## src/smap_regs.vh

```
// register offsets, field values and reset values of the monitor and auxiliary bank
`ifndef SMAP_REGS_VH
`define SMAP_REGS_VH
`define SMAP_OFS_ENTRY_COUNT 8'h00
`define SMAP_OFS_RESTART_CMD 8'h01
`define SMAP_OFS_FAULT_CLEAR_CMD 8'h02
`define SMAP_OFS_ABS_POS_HIGH 8'h50
`define SMAP_OFS_LOAD_POS_LOW 8'h52
`define SMAP_OFS_LOAD_POS_HIGH 8'h54
`define SMAP_OFS_LOAD_POS_REF 8'h56
`define SMAP_OFS_BAD_GROUP 8'h5b
`define SMAP_OFS_BAD_OFFSET 8'h5c
`define SMAP_RST_ENTRY_COUNT 8'h15
`define SMAP_RST_LOAD_POS_LOW 32'h00000001
`define SMAP_CMD_NONE 16'h0000
`define SMAP_CMD_ENABLE 16'h0001
`define SMAP_MODE_ROTATION 16'h0002
`define SMAP_STORE_BUSY 16'h0001
`define SMAP_CLASS_NONE 2'h0
`define SMAP_CLASS_ONE 2'h1
`define SMAP_CLASS_TWO 2'h2
`define SMAP_CLASS_WARN 2'h3
`define SMAP_RESTART_PULSE_CYCLES 4'h4
`endif

```

## src/smap_servo_monitor_aux.v

```verilog
// object bank of monitor positions and the software and fault reset commands
`timescale 1ns/10ps
`default_nettype none
`include "smap_regs.vh"
// overview of the bank:
// - monitor objects are read-only; a write to one answers with an error
//   and leaves every register as it was
// - the load position objects only follow the encoder while rotation
//   mode is selected; outside it they keep their reset value or the last tracked value, so a
//   host that maps them cyclically sees a frozen word, not noise
// - the two command objects are one-shot: a write of one is judged in the
//   following cycle against the drive state of that cycle, answered by an
//   action or a refused pulse, and the object then reads zero again
// - a command write of zero is legal and does nothing
// - a restart only raises a request toward the drive; the drive's own
//   init logic does the re-run, this bank keeps its registers meanwhile
// - the access port answers every request one cycle later with an ack;
//   there are no wait states, so requests may follow back to back
module smap_servo_monitor_aux (
  input wire clk_sys,
  input wire rst,
  // object dictionary access port
  input wire objWrite,
  input wire objRead,
  input wire [7:0] objIndex,
  input wire [31:0] objWriteData,
  output reg [31:0] objReadData,
  output reg objAck,
  output reg objError,
  // drive state from the rest of the servo
  input wire servoOn,
  input wire driveOperational,
  input wire [15:0] positionMode,
  input wire [15:0] storageSetting,
  input wire faultPresent,
  input wire [1:0] faultClass,
  input wire faultNonResettable,
  input wire [31:0] absPositionHigh,
  input wire [31:0] loadPositionLow,
  input wire [31:0] loadPositionHigh,
  input wire [31:0] loadPositionRef,
  input wire parameter_integrity_fault,
  input wire [15:0] badParamGroup,
  input wire [15:0] badParamOffset,
  // actions toward the drive
  output wire restartRequest,
  output reg faultDisplayClear,
  output reg faultDisplayed,
  output reg restartRefused,
  output reg faultClearRefused
);
  wire rotationMode; // rotation mode selects the load position objects
  wire [31:0] heldLoadLow; // latched load position low word
  wire [31:0] heldLoadHigh; // latched load position high word
  wire [31:0] heldLoadRef; // latched load position in reference units
  reg [15:0] restartCmd; // stored software restart object value
  reg [15:0] faultClearCmd; // stored fault clear object value
  reg restartTrigger; // one-cycle accept of a restart
  reg [15:0] heldBadGroup; // group of the corrupt parameter
  reg [15:0] heldBadOffset; // offset of the corrupt parameter
  reg writeOk; // combinational write legality
  reg isReadOnly; // index names a monitor object or is unmapped
  reg isMapped; // index is known
  wire restartAllowed; // all restart conditions met
  wire faultClearAllowed; // current fault may be cleared now
  wire servoIsOff; // servo switched off, restart may proceed
  wire classOneLockout; // non-resettable class 1 fault present
  wire storageIdle; // no nonvolatile storage operation running
  wire isWarning; // present fault is only a class 3 warning
  wire isClassOneTwo; // present fault is of class 1 or class 2
  reg [31:0] next_readData; // read mux result, registered with the ack
  assign rotationMode = (positionMode == `SMAP_MODE_ROTATION);
  // only while rotation mode is set do the load positions track
  smap_mon_hold #(.WIDTH(32), .RESET_VALUE(`SMAP_RST_LOAD_POS_LOW)) uLoadLow (
    .clk_sys(clk_sys),
    .rst(rst),
    .gate(rotationMode),
    .liveValue(loadPositionLow),
    .heldValue(heldLoadLow)
  );
  smap_mon_hold #(.WIDTH(32), .RESET_VALUE(32'h00000000)) uLoadHigh (
    .clk_sys(clk_sys),
    .rst(rst),
    .gate(rotationMode),
    .liveValue(loadPositionHigh),
    .heldValue(heldLoadHigh)
  );
  smap_mon_hold #(.WIDTH(32), .RESET_VALUE(32'h00000000)) uLoadRef (
    .clk_sys(clk_sys),
    .rst(rst),
    .gate(rotationMode),
    .liveValue(loadPositionRef),
    .heldValue(heldLoadRef)
  );
  // restart pulse lasts a few cycles so slower init logic sees it
  smap_pulse_gen #(.LENGTH(`SMAP_RESTART_PULSE_CYCLES)) uRestart (
    .clk_sys(clk_sys),
    .rst(rst),
    .trigger(restartTrigger),
    .pulseOut(restartRequest)
  );
  // restart is blocked while the servo is on
  assign servoIsOff = !servoOn;
  // only a non-resettable class 1 fault locks restart out
  assign classOneLockout = faultPresent && faultNonResettable
    && (faultClass == `SMAP_CLASS_ONE);
  // a restart mid-write could leave storage half written, so wait for idle
  assign storageIdle = (storageSetting != `SMAP_STORE_BUSY);
  // all three conditions together, judged in the cycle after the write
  assign restartAllowed = servoIsOff && !classOneLockout && storageIdle;
  // warnings may be cleared whatever the drive is doing
  assign isWarning = (faultClass == `SMAP_CLASS_WARN);
  // real faults need the drive stopped first
  assign isClassOneTwo = (faultClass == `SMAP_CLASS_ONE) || (faultClass == `SMAP_CLASS_TWO);
  // non-resettable faults are never cleared, whatever the class
  assign faultClearAllowed = faultPresent && !faultNonResettable
    && (isWarning || (isClassOneTwo && !driveOperational));
  // decode of index kinds and value range
  always @*
  begin
    isMapped = 1'b1;
    isReadOnly = 1'b1;
    case (objIndex)
      `SMAP_OFS_RESTART_CMD, `SMAP_OFS_FAULT_CLEAR_CMD: isReadOnly = 1'b0;
      `SMAP_OFS_ENTRY_COUNT, `SMAP_OFS_ABS_POS_HIGH, `SMAP_OFS_LOAD_POS_LOW,
      `SMAP_OFS_LOAD_POS_HIGH, `SMAP_OFS_LOAD_POS_REF, `SMAP_OFS_BAD_GROUP,
      `SMAP_OFS_BAD_OFFSET: isReadOnly = 1'b1;
      default: isMapped = 1'b0;
    endcase
    // values above 1 are out of range for both command objects
    writeOk = isMapped && !isReadOnly && (objWriteData[31:1] == 31'h0);
  end
  // command objects: store, act next cycle, then fall back to zero
  always @(posedge clk_sys)
  begin
    if (rst)
    begin
      restartCmd <= `SMAP_CMD_NONE;
      faultClearCmd <= `SMAP_CMD_NONE;
      restartTrigger <= 1'b0;
      faultDisplayClear <= 1'b0;
      restartRefused <= 1'b0;
      faultClearRefused <= 1'b0;
    end
    else
    begin
      restartTrigger <= 1'b0;
      faultDisplayClear <= 1'b0;
      restartRefused <= 1'b0;
      faultClearRefused <= 1'b0;
      if (restartCmd == `SMAP_CMD_ENABLE)
      begin
        // accepted or refused, the object clears itself
        restartTrigger <= restartAllowed;
        restartRefused <= !restartAllowed;
        restartCmd <= `SMAP_CMD_NONE;
      end
      if (faultClearCmd == `SMAP_CMD_ENABLE)
      begin
        // only the display flag moves; parameters stay untouched
        faultDisplayClear <= faultClearAllowed;
        faultClearRefused <= !faultClearAllowed;
        faultClearCmd <= `SMAP_CMD_NONE;
      end
      if (objWrite && writeOk)
      begin
        if (objIndex == `SMAP_OFS_RESTART_CMD)
        begin
          restartCmd <= objWriteData[15:0]; // writing 0 is a no-op
        end
        else
        begin
          faultClearCmd <= objWriteData[15:0];
        end
      end
    end
  end
  // fault display: a new fault wins over a clear in the same cycle
  always @(posedge clk_sys)
  begin
    if (rst)
    begin
      faultDisplayed <= 1'b0;
    end
    // a clear aimed at a dark display must not hide a fault that just came
    else if (faultPresent && !faultDisplayed)
    begin
      faultDisplayed <= 1'b1;
    end
    else if (faultDisplayClear)
    begin
      faultDisplayed <= 1'b0;
    end
  end
  // corrupt parameter location follows its source while the integrity fault
  // stands, and keeps the last location once the fault has gone
  always @(posedge clk_sys)
  begin
    if (rst)
    begin
      heldBadGroup <= 16'h0000;
      heldBadOffset <= 16'h0000;
    end
    else if (parameter_integrity_fault)
    begin
      heldBadGroup <= badParamGroup;
      heldBadOffset <= badParamOffset;
    end
  end
  // read mux: one value per object, registered only when a read is taken
  always @*
  begin
    next_readData = 32'h00000000;
    case (objIndex)
      `SMAP_OFS_ENTRY_COUNT:
      begin
        // fixed number of sub-objects in the auxiliary group
        next_readData = {24'h000000, `SMAP_RST_ENTRY_COUNT};
      end
      `SMAP_OFS_RESTART_CMD:
      begin
        // 16-bit objects sit in the low half, upper half zero
        next_readData = {16'h0000, restartCmd};
      end
      `SMAP_OFS_FAULT_CLEAR_CMD:
      begin
        // reads one for a single cycle at most, then zero again
        next_readData = {16'h0000, faultClearCmd};
      end
      `SMAP_OFS_ABS_POS_HIGH:
      begin
        // live value; the encoder side owns its timing
        next_readData = absPositionHigh;
      end
      `SMAP_OFS_LOAD_POS_LOW:
      begin
        // frozen outside rotation mode
        next_readData = heldLoadLow;
      end
      `SMAP_OFS_LOAD_POS_HIGH:
      begin
        next_readData = heldLoadHigh;
      end
      `SMAP_OFS_LOAD_POS_REF:
      begin
        next_readData = heldLoadRef;
      end
      `SMAP_OFS_BAD_GROUP:
      begin
        // group of the last corrupt parameter seen
        next_readData = {16'h0000, heldBadGroup};
      end
      `SMAP_OFS_BAD_OFFSET:
      begin
        // offset of that parameter inside its group
        next_readData = {16'h0000, heldBadOffset};
      end
      default:
      begin
        // unmapped: the error flag tells the host, data stay zero
        next_readData = 32'h00000000;
      end
    endcase
  end
  // access answer: one cycle after the request, with error for bad cases
  always @(posedge clk_sys)
  begin
    if (rst)
    begin
      objReadData <= 32'h00000000;
      objAck <= 1'b0;
      objError <= 1'b0;
    end
    else
    begin
      objAck <= objWrite || objRead;
      objError <= 1'b0;
      if (objWrite)
      begin
        objError <= !writeOk;
      end
      else if (objRead)
      begin
        // unmapped indexes answer zero data together with an error
        objError <= !isMapped;
        objReadData <= next_readData;
      end
    end
  end
endmodule
`default_nettype wire

```

## src/smap_mon_hold.v

```verilog
// latched copy of one monitor word, refreshed only while its gate is open
`timescale 1ns/10ps
`default_nettype none
module smap_mon_hold #(
  parameter WIDTH = 32,
  parameter [WIDTH-1:0] RESET_VALUE = {WIDTH{1'b0}}
) (
  input wire clk_sys,
  input wire rst,
  input wire gate,
  input wire [WIDTH-1:0] liveValue,
  output reg [WIDTH-1:0] heldValue
);
  // the gate keeps a stale value rather than garbage when the mode is wrong
  always @(posedge clk_sys)
  begin
    if (rst)
    begin
      heldValue <= RESET_VALUE;
    end
    else if (gate)
    begin
      heldValue <= liveValue;
    end
  end
endmodule
`default_nettype wire

```

## src/smap_pulse_gen.v

```verilog
// stretches a one-cycle trigger into a fixed-length action pulse
`timescale 1ns/10ps
`default_nettype none
module smap_pulse_gen #(
  parameter [3:0] LENGTH = 4'h4
) (
  input wire clk_sys,
  input wire rst,
  input wire trigger,
  output wire pulseOut
);
  reg [3:0] remaining; // cycles left in the pulse
  // a retrigger during the pulse restarts the count
  always @(posedge clk_sys)
  begin
    if (rst)
    begin
      remaining <= 4'h0;
    end
    else if (trigger)
    begin
      remaining <= LENGTH;
    end
    else if (remaining != 4'h0)
    begin
      remaining <= remaining - 4'h1;
    end
  end
  assign pulseOut = (remaining != 4'h0);
endmodule
`default_nettype wire

```

## config.mk

```make
export PLATFORM = sky130hd
export DESIGN_NAME = smap_servo_monitor_aux
export DESIGN_NICKNAME = d
export VERILOG_FILES = /design/src/smap_servo_monitor_aux.v /design/src/smap_mon_hold.v /design/src/smap_pulse_gen.v
export VERILOG_INCLUDE_DIRS = /design/src
export SDC_FILE = /design/constraint.sdc
export NUM_CORES = 1
export LEC_CHECK = 0
export BUFFER_PORTS_ARGS = -buffer_cell sky130_fd_sc_hd__buf_2
export CORE_ASPECT_RATIO = 1.75
export CORE_MARGIN = 2
export CORE_UTILIZATION = 35
export DETAILED_ROUTE_END_ITERATION = 12
export PLACE_DENSITY = 0.7
export SYNTH_ARGS = -nofsm -noshare
export SYNTH_HDL_FRONTEND = slang
export SYNTH_SLANG_ARGS = --single-unit
```

## constraint.sdc

```tcl
create_clock -name clk_sys -period 1.7 [get_ports clk_sys]
set_input_delay 0.17 -clock clk_sys [delete_from_list [all_inputs] [get_ports clk_sys]]
set_output_delay 0.17 -clock clk_sys [all_outputs]
set_load 0.05 [all_outputs]
```

; Word level (Yosys, flattened, before mapping)
; Index checks and enable logic that the tools add are counted.
[totals]
n_memories = 0
in_bits = 243
romBits = 0
mem_bits_rw = 0
latchBits = 0
out_inout_bits = 39
elab_cells = 84
regBits = 203
[classes]
multipliers = 0
div = 0
magnitude_cmp = 0
n_addsub = 1
n_reduce_logical = 34
n_eq_ne = 15
bitwise_logic = 3
muxes = 14
n_shift = 0
[ops]
columns = op, n
row1 = 32-bit case mux with 9 select lines, 1
row2 = 16-bit 2-to-1 mux, 6
row3 = 8-bit by 7-bit == test with 1-bit output (second input constant), 6
row4 = 16-bit by 1-bit == test with 1-bit output (second input constant), 2
row5 = 31-bit zero test, 1
row6 = 16-bit by 2-bit == test with 1-bit output (second input constant), 1
row7 = 16-bit by 1-bit inequality test with 1-bit output (second input constant), 1
row8 = 1-bit logical AND, 11
row9 = 1-bit zero test, 9
row10 = 9-bit OR reduction, 1
row11 = 8-bit by 1-bit == test with 1-bit output (second input constant), 1
row12 = 8-bit by 2-bit == test with 1-bit output (second input constant), 1
row13 = 8-bit zero test, 1
row14 = 2-bit OR reduction, 4
row15 = 3-bit 2-to-1 mux, 2
row16 = 1-bit 2-to-1 mux, 5
row17 = 2-bit == test (second input constant), 2
row18 = 2-bit nonzero test, 2
row19 = 4-bit nonzero test, 1
row20 = 4-bit by 1-bit subtractor with 4-bit output (second input constant), 1
row21 = 1-bit logical OR, 3
row22 = 1-bit inverter, 3
row23 = 2-bit by 1-bit == test with 1-bit output (second input constant), 1
row24 = 2-bit AND reduction, 1

; Longest topological paths before layout
; Gate-level depths: netlist of the first run.
[logic_depth]
depth_word = 7
depth_mapped = 8
depth_no_buf = 6

; By module
; Synthesis of the first run repeated with hierarchy kept, for this count alone.
[unflattened]
hier_cells = 889
area_unflattened_um2 = 8719.6
[modules_own_cells]
columns = module, cells_per_inst, instances, seq_area_each_um2, area_per_inst_um2
row1 = smap_servo_monitor_aux, 559, 1, 2062.0, 5013.6
row2 = smap_mon_hold at uLoadHigh ..., 103, 2, 640.6, 1163.6
row3 = smap_mon_hold at uLoadLow, 103, 1, 640.6, 1166.1
row4 = smap_pulse_gen, 21, 1, 80.1, 212.7

; Worst setup path before layout of the first run
; OpenSTA, ideal clock, no wires.
[synth_timing]
kind = reg2reg
from = reg uRestart.remaining[0]
to = reg uRestart.remaining[1]
required_ps = 1585
arrival_time_ps = 1636
path_buffers = 1
slack_ps = -51
path_stages_with_launch = 8
period_less_slack_ps = 1751
setup_time_ps = 115
cell_sequence = dfxtp_1 > inv_1 > ha_1 > inv_1 > or3_1 > clkbuf_1 > nor2_1 > a2111oi_0
[synth_via]
elab_chain_cells = 1
elab_cells_between_ends = 2
classes_between = add/sub (1) / reduce/logical (1)
[synth_lines]
columns = item, line_no
row1 = start: declaration, smap_pulse_gen.v:12  ; reg [3:0] remaining;
row2 = start signal: assignment, smap_pulse_gen.v:26  ; remaining <= remaining - 4'h1;
row3 = 4-bit nonzero test, -
row4 = via restartRequest, smap_servo_monitor_aux.v:46  ; output wire restartRequest,
; The timed path passes the listed nets, and every way through them passes these cells.
; A chain may end at the register's enable or synchronous reset.

; Final worst setup path of the first run
[layout_timing]
from = reg uRestart.remaining[1]
to = out restartRequest
[layout_via]
elab_chain_cells = 1
[layout_lines]
columns = item, line_no
row1 = 4-bit nonzero test, smap_pulse_gen.v:29  ; assign pulseOut = (remaining != 4'h0);
row2 = end: declaration, smap_servo_monitor_aux.v:46
; Every way passes these cells.

==> metrics.md, run 1 <==
| Metric | Value |
|---|---|
| Run status | `finished with violations` |
| Failing checks | `setup timing` |
| CP peak stage delay | `~340 ps` |
| P&R area growth vs syn | `51.42%` |
| Most Frequent Cell on Critical Path | `inv_2` |
| Hold_ws | `10.64 ps` |
| Fin. max-slew vios | `0` |
| Clock Path Buffers | `3` |
| Die Width | `122.7 microns` |
| RSZ-0062 raised after global routing | `yes` |
| Routed wire length | `approximately 37 mm` |
| Critical Path, Cell by Cell | `inv_2 > ha_4 > inv_2 > or3_4 > buf_8` |
| Total Routing Usage GR | `between 20% and 30%` |
| Synth area leaders | `dfxtp_1 (47%), nand2_1 (9.2%), a21oi_1 (7.0%)` |
| Top_reg_cell synth | `dfxtp_1` |
| Cell count of the worst reg-to-reg path | `6` |
| Seq/Total Area, Yosys | `a little under half` |
| Mean Syn Cell Area | `8.559 sq um` |
| P_leak | `5.398 nW` |
| Global-route wire length before repair | `around 55 mm` |
| Count of unique library cells instantiated by Yosys | `62` |
| PwrDens | `around 850 nW/um^2` |
| Net count after synthesis | `around 1300` |
| Achievable Freq | `580.3 MHz` |
| Clock skew | `10.57 ps` |
| Peak supply drop | `~0.95 mV` |
| DRC | `0` |
| Min Clock Period, post-route | `1723 ps` |
| Register bit total from synthesis | `roughly 200` |
| Fin. Hold Viols | `0` |
| Core ar. | `24440 sq um` |
| Initial antenna violation count | `1` |
| CTS tree | `built` |
| Placed cell count | `1616` |
| I/O pin count | `282` |
| Max_cap viols | `0` |
| Worst setup margin | `-23.19 ps` |
| Starting Density | `between 30% and 40%` |
| Final net count | `between 1500 and 2000` |
| Floorplan row count | `76` |
| Worst r2r dst | `uRestart.remaining[1]` |
| # fillers | `about 2200` |
| DP Worst Slack | `-149.8 ps` |
| WP data required | `between 1500 and 2000 ps` |
| Ratio of cells with drive above 1 in the final layout | `30.20%` |
| Reg clk slew, reported paths | `70 ps` |
| H-tree depth | `1` |
| Cell taking the most area after synthesis | `dfxtp_1` |
| Syn Inst Count | `1009` |
| Antenna-violating nets left | `0` |
| Vias | `between 9000 and 10000` |
| Register-to-register setup slack | `190 ps` |
| Launch point of the worst hold path | `objWrite` |
| Most common cell after layout, fill and taps aside | `buf_2` |
| Number of global-route vias before repair | `9957` |
| CP max FO | `2` |
| Via/cell ratio | `5.351` |
| Die area | `26000 sq um` |
| Post-synth EDFFs | `0` |
| # clock sinks | `203` |
| I/O Buffers | `~280` |
| Startpoint Class | `flip-flop` |
| Crit end category | `primary output` |
| CTS Buf Count | `20` |
| Synth warnings | `0` |
| Non-filler cells, final | `1800` |
| Global route overflow | `0` |
| Largest net degree at the start of global routing | `132` |
| Most frequent cells in the layout | `buf_2 (279), nand2_1 (212), dfxtp_1 (201), dlygate4sd3_1 (142), a21oi_1 (121)` |
| DR pass1 iterations | `6` |
| Worst-margin pin slew | `581.6 ps` |
| Delay-heaviest family, CP | `simple AND/OR/NAND/NOR gates` |
| Post-Syn Area | `8636 sq um` |
| Hold path cells | `3` |
| Critical Path Slowest Stage Cell | `or3_4` |
| Final setup fails | `1` |
| Fin crit share | `101.4%` |
| CP bufs+invs | `3` |
| Clock root buffer | `clkbuf_16` |
| Power, Total | `11.16 mW` |
| WHS Endpoint | `objAck` |
| Share of the synthesized area in the top cell type | `47.06%` |
| Routability congestion estimate | `0.9619` |
| Fin Setup TNS | `-23.19 ps` |
| DP HPWL | `roughly 26 mm` |
| Routed wire per std cell | `20.54 microns` |
| Die height | `211.8 microns` |
| Hold Path Class | `in -> reg` |
| Worst Path Arrival | `1550 ps` |
| Async set-reset flop share out of synthesis | `0%` |
| Max-Slew Margin vs Limit | `61.22%` |
| Iter 0 DRT Violations | `755` |
| Clk_lat worst skew | `500 ps` |
| R2R Path Start | `uRestart.remaining[1]` |
| Kind of critical path | `reg -> out` |
-- tightest hold or removal path, cell delays in order --
cell and delay [ps]:
buf_2 140, nor2_1 60, nor2_1 100
-- flip-flops by register name (all words and copies together) (netlist names), 4 cells and up --
| signal | count |
|---|---|
| uLoadHigh.heldValue | 32 |
| objReadData | 32 |
| uLoadRef.heldValue | 32 |
| restartCmd | 16 |
| faultClearCmd | 16 |
| heldBadGroup | 16 |
| uLoadLow.heldValue | 32 |
| heldBadOffset | 16 |
| uRestart.remaining | 4 |
-- worst max path at each step --
| stage | start | to | cells after the start |
|---|---|---|---|
| 2_1_floorplan | uRestart.remaining[0] | uRestart.remaining[1] | 6 |
| 3_3_place_gp | objIndex[1] | objReadData[15] | 8 |
| 3_5_place_dp | objIndex[7] | objReadData[14] | 8 |
| 4_1_cts | uRestart.remaining[1] | restartRequest | 5 |
| 5_1_grt | uRestart.remaining[1] | restartRequest | 5 |
| 6_report | uRestart.remaining[1] | restartRequest | 5 |
-- routing by layer --
layer,global-route usage [%],up-vias,wire [microns]
met5,0,-,0
met4,22.12,0,3370
met3,3.421,171,1805
met2,50.01,471,19070
met1,28.72,4486,12730
li1,-,4503,-
-- where the power goes --
part | switching [mW] | leakage (nW) | internal (mW)
Clock | 1.92 | 0.309 | 2.51
Combinational | 0.860 | 3.44 | 0.912
Sequential | 0.0876 | 1.65 | 4.87
Total | 2.87 | 5.40 | 8.29
-- synthesized netlist by cell type (2+ instances only) --
master / count
nand2_1: 212
dfxtp_1: 203
a21oi_1: 121
nor2_1: 78
clkbuf_1: 51
mux2i_1: 40
and2_1: 33
a22oi_1: 25
a22o_1: 22
nor3_1: 22
nor4_1: 20
buf_2: 14
a211oi_1: 9
a221o_1: 9
nand4_1: 9
nor3_2: 9
nor2b_1: 8
o21ai_0: 8
a221o_2: 7
a2bb2oi_1: 7
a221oi_1: 6
buf_1: 6
nor4b_1: 6
o2bb2ai_1: 6
a32oi_1: 5
buf_4: 5
nand3_1: 5
a32o_1: 4
inv_1: 4
nand3b_1: 4
a2111oi_0: 3
and3_1: 3
buf_6: 3
ha_1: 3
nand2b_1: 3
a211oi_2: 2
a21boi_1: 2
a21o_1: 2
a222oi_1: 2
a311oi_1: 2
a31oi_1: 2
mux2_2: 2
o32ai_1: 2
or3_1: 2
-- stage by stage --
step / utilization [%] / cell area, sq um
floorplan: - / 8637
global placement: 44.69 / 10920
detailed placement: 44.69 / 10920
CTS: 53.41 / 13050
global route: 53.51 / 13080
finish: 53.51 / 13080
-- timing repair --
item                                    in CTS  in global routing
gates resized for setup                     11                  2
hold buffers                               142                  0
pin swaps                                    2                  1
buffers inserted                             5                  1
endpoints found under the setup margin       1                  3
hold endpoints to repair                   137                  0
-- cell families (layout without fill, tap and decap cells) --
| kind of cell | Yosys count | count (layout) | share of synthesized area (%) |
|---|---|---|---|
| and+or+nand+nor | 423 | 423 | 23.09 |
| AOI/OAI and AO/OA | 254 | 254 | 20.12 |
| DFF | 203 | 203 | 47.06 |
| buffers and inverters | 83 | 561 | 4.289 |
| muxes | 42 | 42 | 4.897 |
| adders and majority gates | 3 | 3 | 0.4347 |
| xor gates and xnor gates | 1 | 1 | 0.1014 |
| other | 0 | 1 | 0 |
-- layout make-up --
class / count / area, sq um / area share, %
sequential: 203 / 4066 / 31.10
multi-input combinational: 723 / 4237 / 32.40
timing repair buffer: 522 / 3721 / 28.46
antenna: 1 / 2.502 / 0.01914
inverter: 4 / 15.01 / 0.1148
clock inverter: 8 / 76.32 / 0.5837
tap: 312 / 390.4 / 2.985
clock buffer: 27 / 568.0 / 4.344
No activity file was read; power rests on OpenSTA's default activity.
==> inputs of run 2 (changes only) <==
--- a/config.mk
+++ b/config.mk
@@ -7,11 +7,13 @@
 export NUM_CORES = 1
 export LEC_CHECK = 0
 export BUFFER_PORTS_ARGS = -buffer_cell sky130_fd_sc_hd__buf_2
+export CELL_PAD_IN_SITES_DETAIL_PLACEMENT = 1
+export CELL_PAD_IN_SITES_GLOBAL_PLACEMENT = 1
 export CORE_ASPECT_RATIO = 1.75
 export CORE_MARGIN = 2
-export CORE_UTILIZATION = 35
+export CORE_UTILIZATION = 33
 export DETAILED_ROUTE_END_ITERATION = 12
-export PLACE_DENSITY = 0.7
+export PLACE_DENSITY = 0.85
 export SYNTH_ARGS = -nofsm -noshare
 export SYNTH_HDL_FRONTEND = slang
 export SYNTH_SLANG_ARGS = --single-unit
==> metrics.md, run 2 (same netlist as run 1, synthesis figures left out) <==
| Metric | Value |
|---|---|
| Run status | `finished with violations` |
| Failing checks | `setup timing` |
| DP HPWL | `28.18 mm (+10%)` |
| Vias | `9760 (+1.3%)` |
| Core ar. | `25860 sq um (+5.8%)` |
| Hold path cells | `3 (unchanged)` |
| Worst setup margin | `-58.58 ps (-35.40 ps)` |
| Critical Path Slowest Stage Cell | `or3_4` |
| Fin crit share | `103.4% (+2.1 points)` |
| Multi-input logic area | `4243 sq um (+0.15%)` |
| I/O pin count | `282 (unchanged)` |
| P_leak | `5.345 nW (-0.97%)` |
| Via/cell ratio | `5.416 (+1.2%)` |
| Worst-margin pin slew | `692.7 ps (+111.0 ps)` |
| Die area | `27530 sq um (+5.9%)` |
| Final Util | `50.39% (-3.1 points)` |
| Routability congestion estimate | `0.9533 (-0.89%)` |
| Register-to-register setup slack | `60 ps (-130 ps)` |
| Ratio of cells with drive above 1 in the final layout | `29.95% (-0.24 points)` |
| Crit end category | `primary output` |
| Global-route wire length before repair | `61.51 mm (+12%)` |
| PwrDens | `855.9 nW/um^2 (+0.30%)` |
| Most frequent cells in the layout | `buf_2 (279), nand2_1 (212), dfxtp_1 (201), dlygate4sd3_1 (142), a21oi_1 (121)` |
| CTS Buf Count | `20 (unchanged)` |
| # clock sinks | `203 (unchanged)` |
| Max-Slew Margin vs Limit | `53.65% (-7.6 points)` |
| Placed inst area | `10890 sq um (-0.32%)` |
| Delay-heaviest family, CP | `simple AND/OR/NAND/NOR gates` |
| Critical Path, Cell by Cell | `inv_2 > ha_4 > inv_2 > or3_4 > buf_8` |
| Min Clock Period, post-route | `1759 ps (+35.40 ps)` |
| Clock Path Buffers | `3 (unchanged)` |
| Initial antenna violation count | `3 (+2)` |
| CTS tree | `built` |
| Die height | `218 microns (+2.9%)` |
| Iter 0 DRT Violations | `563 (-25%)` |
| Total Routing Usage GR | `29.24% (+1.2 points)` |
| Global route overflow | `0 (unchanged)` |
| Launch point of the worst hold path | `objRead` |
| Peak supply drop | `0.7757 mV (-18%)` |
| Routed wire length | `42.14 mm (+14%)` |
| Number of global-route vias before repair | `10759 (+8.1%)` |
| Startpoint Class | `flip-flop` |
| CP bufs+invs | `3 (unchanged)` |
| CP peak stage delay | `350 ps (about the same)` |
| Worst r2r dst | `uRestart.remaining[1]` |
| Most Frequent Cell on Critical Path | `inv_2` |
| Floorplan row count | `78 (+2.6%)` |
| WP data required | `1530 ps (about the same)` |
| H-tree depth | `1 (unchanged)` |
| Final Cell Area | `13030 sq um (-0.33%)` |
| Fin. max-slew vios | `0 (unchanged)` |
| Achievable Freq | `568.6 MHz (-2.0%)` |
| Final net count | `1713 (-0.41%)` |
| Reg area | `4066 sq um (unchanged)` |
| DRC | `0 (unchanged)` |
| WHS Endpoint | `objAck` |
| Hold Path Class | `in -> reg` |
| CP max FO | `3 (+1)` |
| Kind of critical path | `reg -> out` |
| P&R area growth vs syn | `50.91%` |
| Clock skew | `23.71 ps (+13.14 ps)` |
| Cell count of the worst reg-to-reg path | `6 (unchanged)` |
| DR pass1 iterations | `5 (-1)` |
| Worst Path Arrival | `1590 ps (+40 ps)` |
| I/O Buffers | `281 (unchanged)` |
| Clock root buffer | `clkbuf_16` |
| Starting Density | `33.39% (-1.9 points)` |
| Fin. Hold Viols | `0 (unchanged)` |
| Die Width | `126.3 microns (+2.9%)` |
| # fillers | `3023 (+38%)` |
| R2R Path Start | `uRestart.remaining[0]` |
| Power, Total | `11.16 mW (about the same)` |
| Reg clk slew, reported paths | `60 ps (about the same)` |
| Most common cell after layout, fill and taps aside | `buf_2` |
| Largest net degree at the start of global routing | `113 (-14%)` |
| Max_cap viols | `0 (unchanged)` |
| Clk_lat worst skew | `510 ps (about the same)` |
| RSZ-0062 raised after global routing | `yes` |
| Final setup fails | `1 (unchanged)` |
| Routed wire per std cell | `23.39 microns (+14%)` |
| Antenna-violating nets left | `0 (unchanged)` |
==> run 2: changes by cell type in the layout (fill, tap and decap cells not counted), sizes merged <==
| cell | before | now |
|---|---|---|
| clkinv | 3 | 4 |
| clkbuf | 27 | 25 |
| buf | 380 | 373 |
| diode | 1 | 3 |
==> run 2: per-stage QoR <==
step,worst slack (ps),setup TNS (ps),hold WS [ps],instances
after floorplan,76.59,0,291.2,1009
after global placement,-172.7,-3657,413.6,1618
after detailed placement,-196.9,-4885,419.2,1618
after CTS,-106.1,-106.1,4.977,1797
after global routing,-98.19,-98.19,32.95,1802
final,-58.58,-58.58,3.426,1802
==> run 2: power breakdown <==
group	internal (mW)	switching (mW)	total [mW]	leakage, nW
logic	0.892	0.904	1.80	3.40
registers	4.87	0.0992	4.97	1.65
clock network	2.42	1.97	4.39	0.302
==> run 2: worst max path at each step <==
stage / from / to / slack, ps / depth (start not counted)
floorplan: uRestart.remaining[0] / uRestart.remaining[1] / 80 / 6
global placement: objIndex[3] / objReadData[22] / -170 / 8
detailed placement: objIndex[3] / objReadData[22] / -200 / 8
CTS: uRestart.remaining[0] / restartRequest / -110 / 5
global route: uRestart.remaining[0] / restartRequest / -100 / 5
finish: uRestart.remaining[0] / restartRequest / -60 / 5
==> run 2: layer usage <==
| layer | global-route usage, % | routed length (microns) |
|---|---|---|
| met3 | 3.606 | 1999 |
| met1 | 27.40 | 13640 |
| met4 | 21.39 | 3531 |
| met5 | 0 | 0 |
| met2 | 56.81 | 22980 |
==> run 2: area by class of cell <==
| cell class | instances | area share [%] |
|---|---|---|
| Inverter | 4 | 0.1152 |
| Clock inverter | 9 | 0.7104 |
| Tap cell | 320 | 3.072 |
| Clock buffer | 25 | 4.138 |
| Multi-Input combinational cell | 723 | 32.56 |
| Sequential cell | 203 | 31.20 |
| Timing Repair Buffer | 515 | 28.15 |
| Antenna cell | 3 | 0.05760 |
==> run 2: timing repair <==
| item | CTS | global route |
|---|---|---|
| resized for setup | 12 | 3 |
| hold buffers | 142 | 0 |
| pin swaps | 2 | 2 |
| setup endpoints to repair | 2 | 4 |
| buffers inserted | 3 | 2 |
| endpoints found under the hold margin | 136 | 0 |
==> run 2: worst reg2reg max path, cell delays in order (launching register included) <==
cell and delay [ps]:
dfxtp_2 330, inv_2 70, ha_4 130, inv_2 30, or3_4 350, buf_4 160, a2111oi_1 430
==> inputs of run 3 (changes only) <==
--- a/config.mk
+++ b/config.mk
@@ -14,6 +14,7 @@
 export CORE_UTILIZATION = 33
 export DETAILED_ROUTE_END_ITERATION = 12
 export PLACE_DENSITY = 0.85
+export RECOVER_POWER = 25
 export SYNTH_ARGS = -nofsm -noshare
 export SYNTH_HDL_FRONTEND = slang
 export SYNTH_SLANG_ARGS = --single-unit
==> metrics.md, run 3 (same netlist as run 1, synthesis figures left out) <==
| Metric | Value |
|---|---|
| DP HPWL | `28.18 mm (unchanged)` |
| Most frequent cells in the layout | `buf_2 (279), nand2_1 (212), dfxtp_1 (201), dlygate4sd3_1 (142), a21oi_1 (121)` |
| # clock sinks | `203 (unchanged)` |
| DR pass1 iterations | `4 (-1)` |
| Max_cap viols | `0 (unchanged)` |
| Vias | `9754 (-0.061%)` |
| Peak supply drop | `0.7759 mV (about the same)` |
| I/O Buffers | `281 (unchanged)` |
| Worst-margin pin slew | `936.9 ps (+244.2 ps)` |
| DRC | `0 (unchanged)` |
| Min Clock Period, post-route | `1765 ps (+6.748 ps)` |
| Logic pwr share | `16.1% (about the same)` |
| Reg area | `4066 sq um (unchanged)` |
| Worst Path Arrival | `2090 ps (+500 ps)` |
| RSZ-0062 raised after global routing | `yes` |
| CTS tree | `built` |
| Routed wire length | `42.13 mm (about the same)` |
| Crit end category | `flip-flop` |
| Global-route wire length before repair | `61.51 mm (unchanged)` |
| Reg clk slew, reported paths | `60 ps (about the same)` |
| Routed wire per std cell | `23.38 microns (about the same)` |
| H-tree depth | `1 (unchanged)` |
| Multi-input logic area | `4243 sq um (unchanged)` |
| Flop pwr share | `44.5% (about the same)` |
| Failing checks | `setup timing` |
| PwrDens | `856.4 nW/um^2 (about the same)` |
| CTS Buf Count | `20 (unchanged)` |
| Placed cell count | `1618 (unchanged)` |
| Global route overflow | `0 (unchanged)` |
| Floorplan row count | `78 (unchanged)` |
| Worst setup margin | `-65.33 ps (-6.748 ps)` |
| # fillers | `3025 (+0.066%)` |
| Die Width | `126.3 microns (unchanged)` |
| Iter 0 DRT Violations | `563 (unchanged)` |
| Achievable Freq | `566.5 MHz (-0.38%)` |
| Die area | `27530 sq um (unchanged)` |
| Clock root buffer | `clkbuf_16` |
| Core ar. | `25860 sq um (unchanged)` |
| Max-Slew Margin vs Limit | `37.54% (-16 points)` |
| Switching pwr | `2.972 mW (about the same)` |
| CP max FO | `112 (+109)` |
| Final net count | `1713 (unchanged)` |
| Largest net degree at the start of global routing | `113 (unchanged)` |
| Starting Density | `33.39% (unchanged)` |
| I/O pin count | `282 (unchanged)` |
| Kind of critical path | `in -> reg` |
| Fin. max-slew vios | `0 (unchanged)` |
| Non-filler cells, final | `1802 (unchanged)` |
| Hold Path Class | `in -> reg` |
| Pint | `8.179 mW (about the same)` |
| Startpoint Class | `input port` |
| Ratio of cells with drive above 1 in the final layout | `29.89% (-0.068 points)` |
| Fin crit share | `103.8% (+0.40 points)` |
| Clk_lat worst skew | `510 ps (about the same)` |
| Number of global-route vias before repair | `10759 (unchanged)` |
| Most common cell after layout, fill and taps aside | `buf_2` |
| P&R area growth vs syn | `50.77% (about the same)` |
| Sw frac | `26.65% (about the same)` |
| Routability congestion estimate | `0.9533 (unchanged)` |
| Clock share of power | `39.4% (about the same)` |
| Final setup fails | `23 (+22)` |
| Antenna-violating nets left | `0 (unchanged)` |
| Hold_ws | `4.437 ps (+1.011 ps)` |
| Clock skew | `23.55 ps (-0.1586 ps)` |
| Total Routing Usage GR | `29.24% (unchanged)` |
| Run status | `finished with violations` |
| Clock Path Buffers | `3 (unchanged)` |
| WP data required | `2020 ps (+490 ps)` |
| Fin. Hold Viols | `0 (unchanged)` |
| Die height | `218 microns (unchanged)` |
| Initial antenna violation count | `3 (unchanged)` |
| P_leak | `5.339 nW (-0.13%)` |
| Via/cell ratio | `5.413 (about the same)` |
-- run 3: path summary, 6_finish.rpt --
path	to	slack (ps)	cells after the start	startpoint
max	uLoadRef.heldValue[16]	-70	4	rst
min	objAck	4	3	objRead
max reg2reg	uRestart.remaining[1]	60	6	uRestart.remaining[0]
min reg2reg	faultDisplayed	450	1	faultDisplayClear
-- run 3: layout make-up --
cell class	instances	share of cell area, %
sequential	203	31.23
inverter	4	0.1153
clock inverter	9	0.7111
multi-input combinational	723	32.59
antenna	3	0.05766
timing repair buffer	515	28.08
tap	320	3.075
clock buffer	25	4.142
-- run 3: worst max-delay path: stages --
cell	delay [ps]
dlygate4sd3_1	520
clkbuf_1	420
buf_6	670
a21oi_1	140
-- run 3: repair_timing --
action                     4_1_cts  5_1_grt
resized for setup               12        3
setup endpoints to repair        2        4
pin swaps                        2        2
hold endpoints to repair       136        0
buffers inserted                 3        2
hold buffers                   142        0
-- run 3: routing by layer --
metal	global-route usage, %	vias up	routed length, microns
li1	-	4508	-
met1	27.40	4659	13650
met2	56.81	435	22950
met3	3.606	152	1967
met4	21.39	0	3559
met5	0	-	0
-- run 3: through the flow --
step / setup TNS, ps / power [mW] / util [%] / setup WS [ps] / instance area, sq um
final: -521.0 / 11.15 / 50.34 / -65.33 / 13020
after global routing: -960.9 / 11.48 / 50.34 / -98.19 / 13020
after CTS: -106.1 / 11.08 / 50.24 / -106.1 / 12990
after detailed placement: -4885 / 6.336 / 42.09 / -196.9 / 10890
after global placement: -3657 / 6.291 / 42.09 / -172.7 / 10890
after floorplan: 0 / 5.692 / - / 76.59 / 8637
-- run 3: power groups by stage --
stage	clock, mW	combinational (mW)	sequential, mW
6_report	4.39	1.79	4.97
5_1_grt	4.61	1.89	4.97
4_1_cts	4.41	1.70	4.97
3_5_place_dp	0	1.27	5.06
3_3_place_gp	0	1.23	5.06
2_1_floorplan	0	0.585	5.11
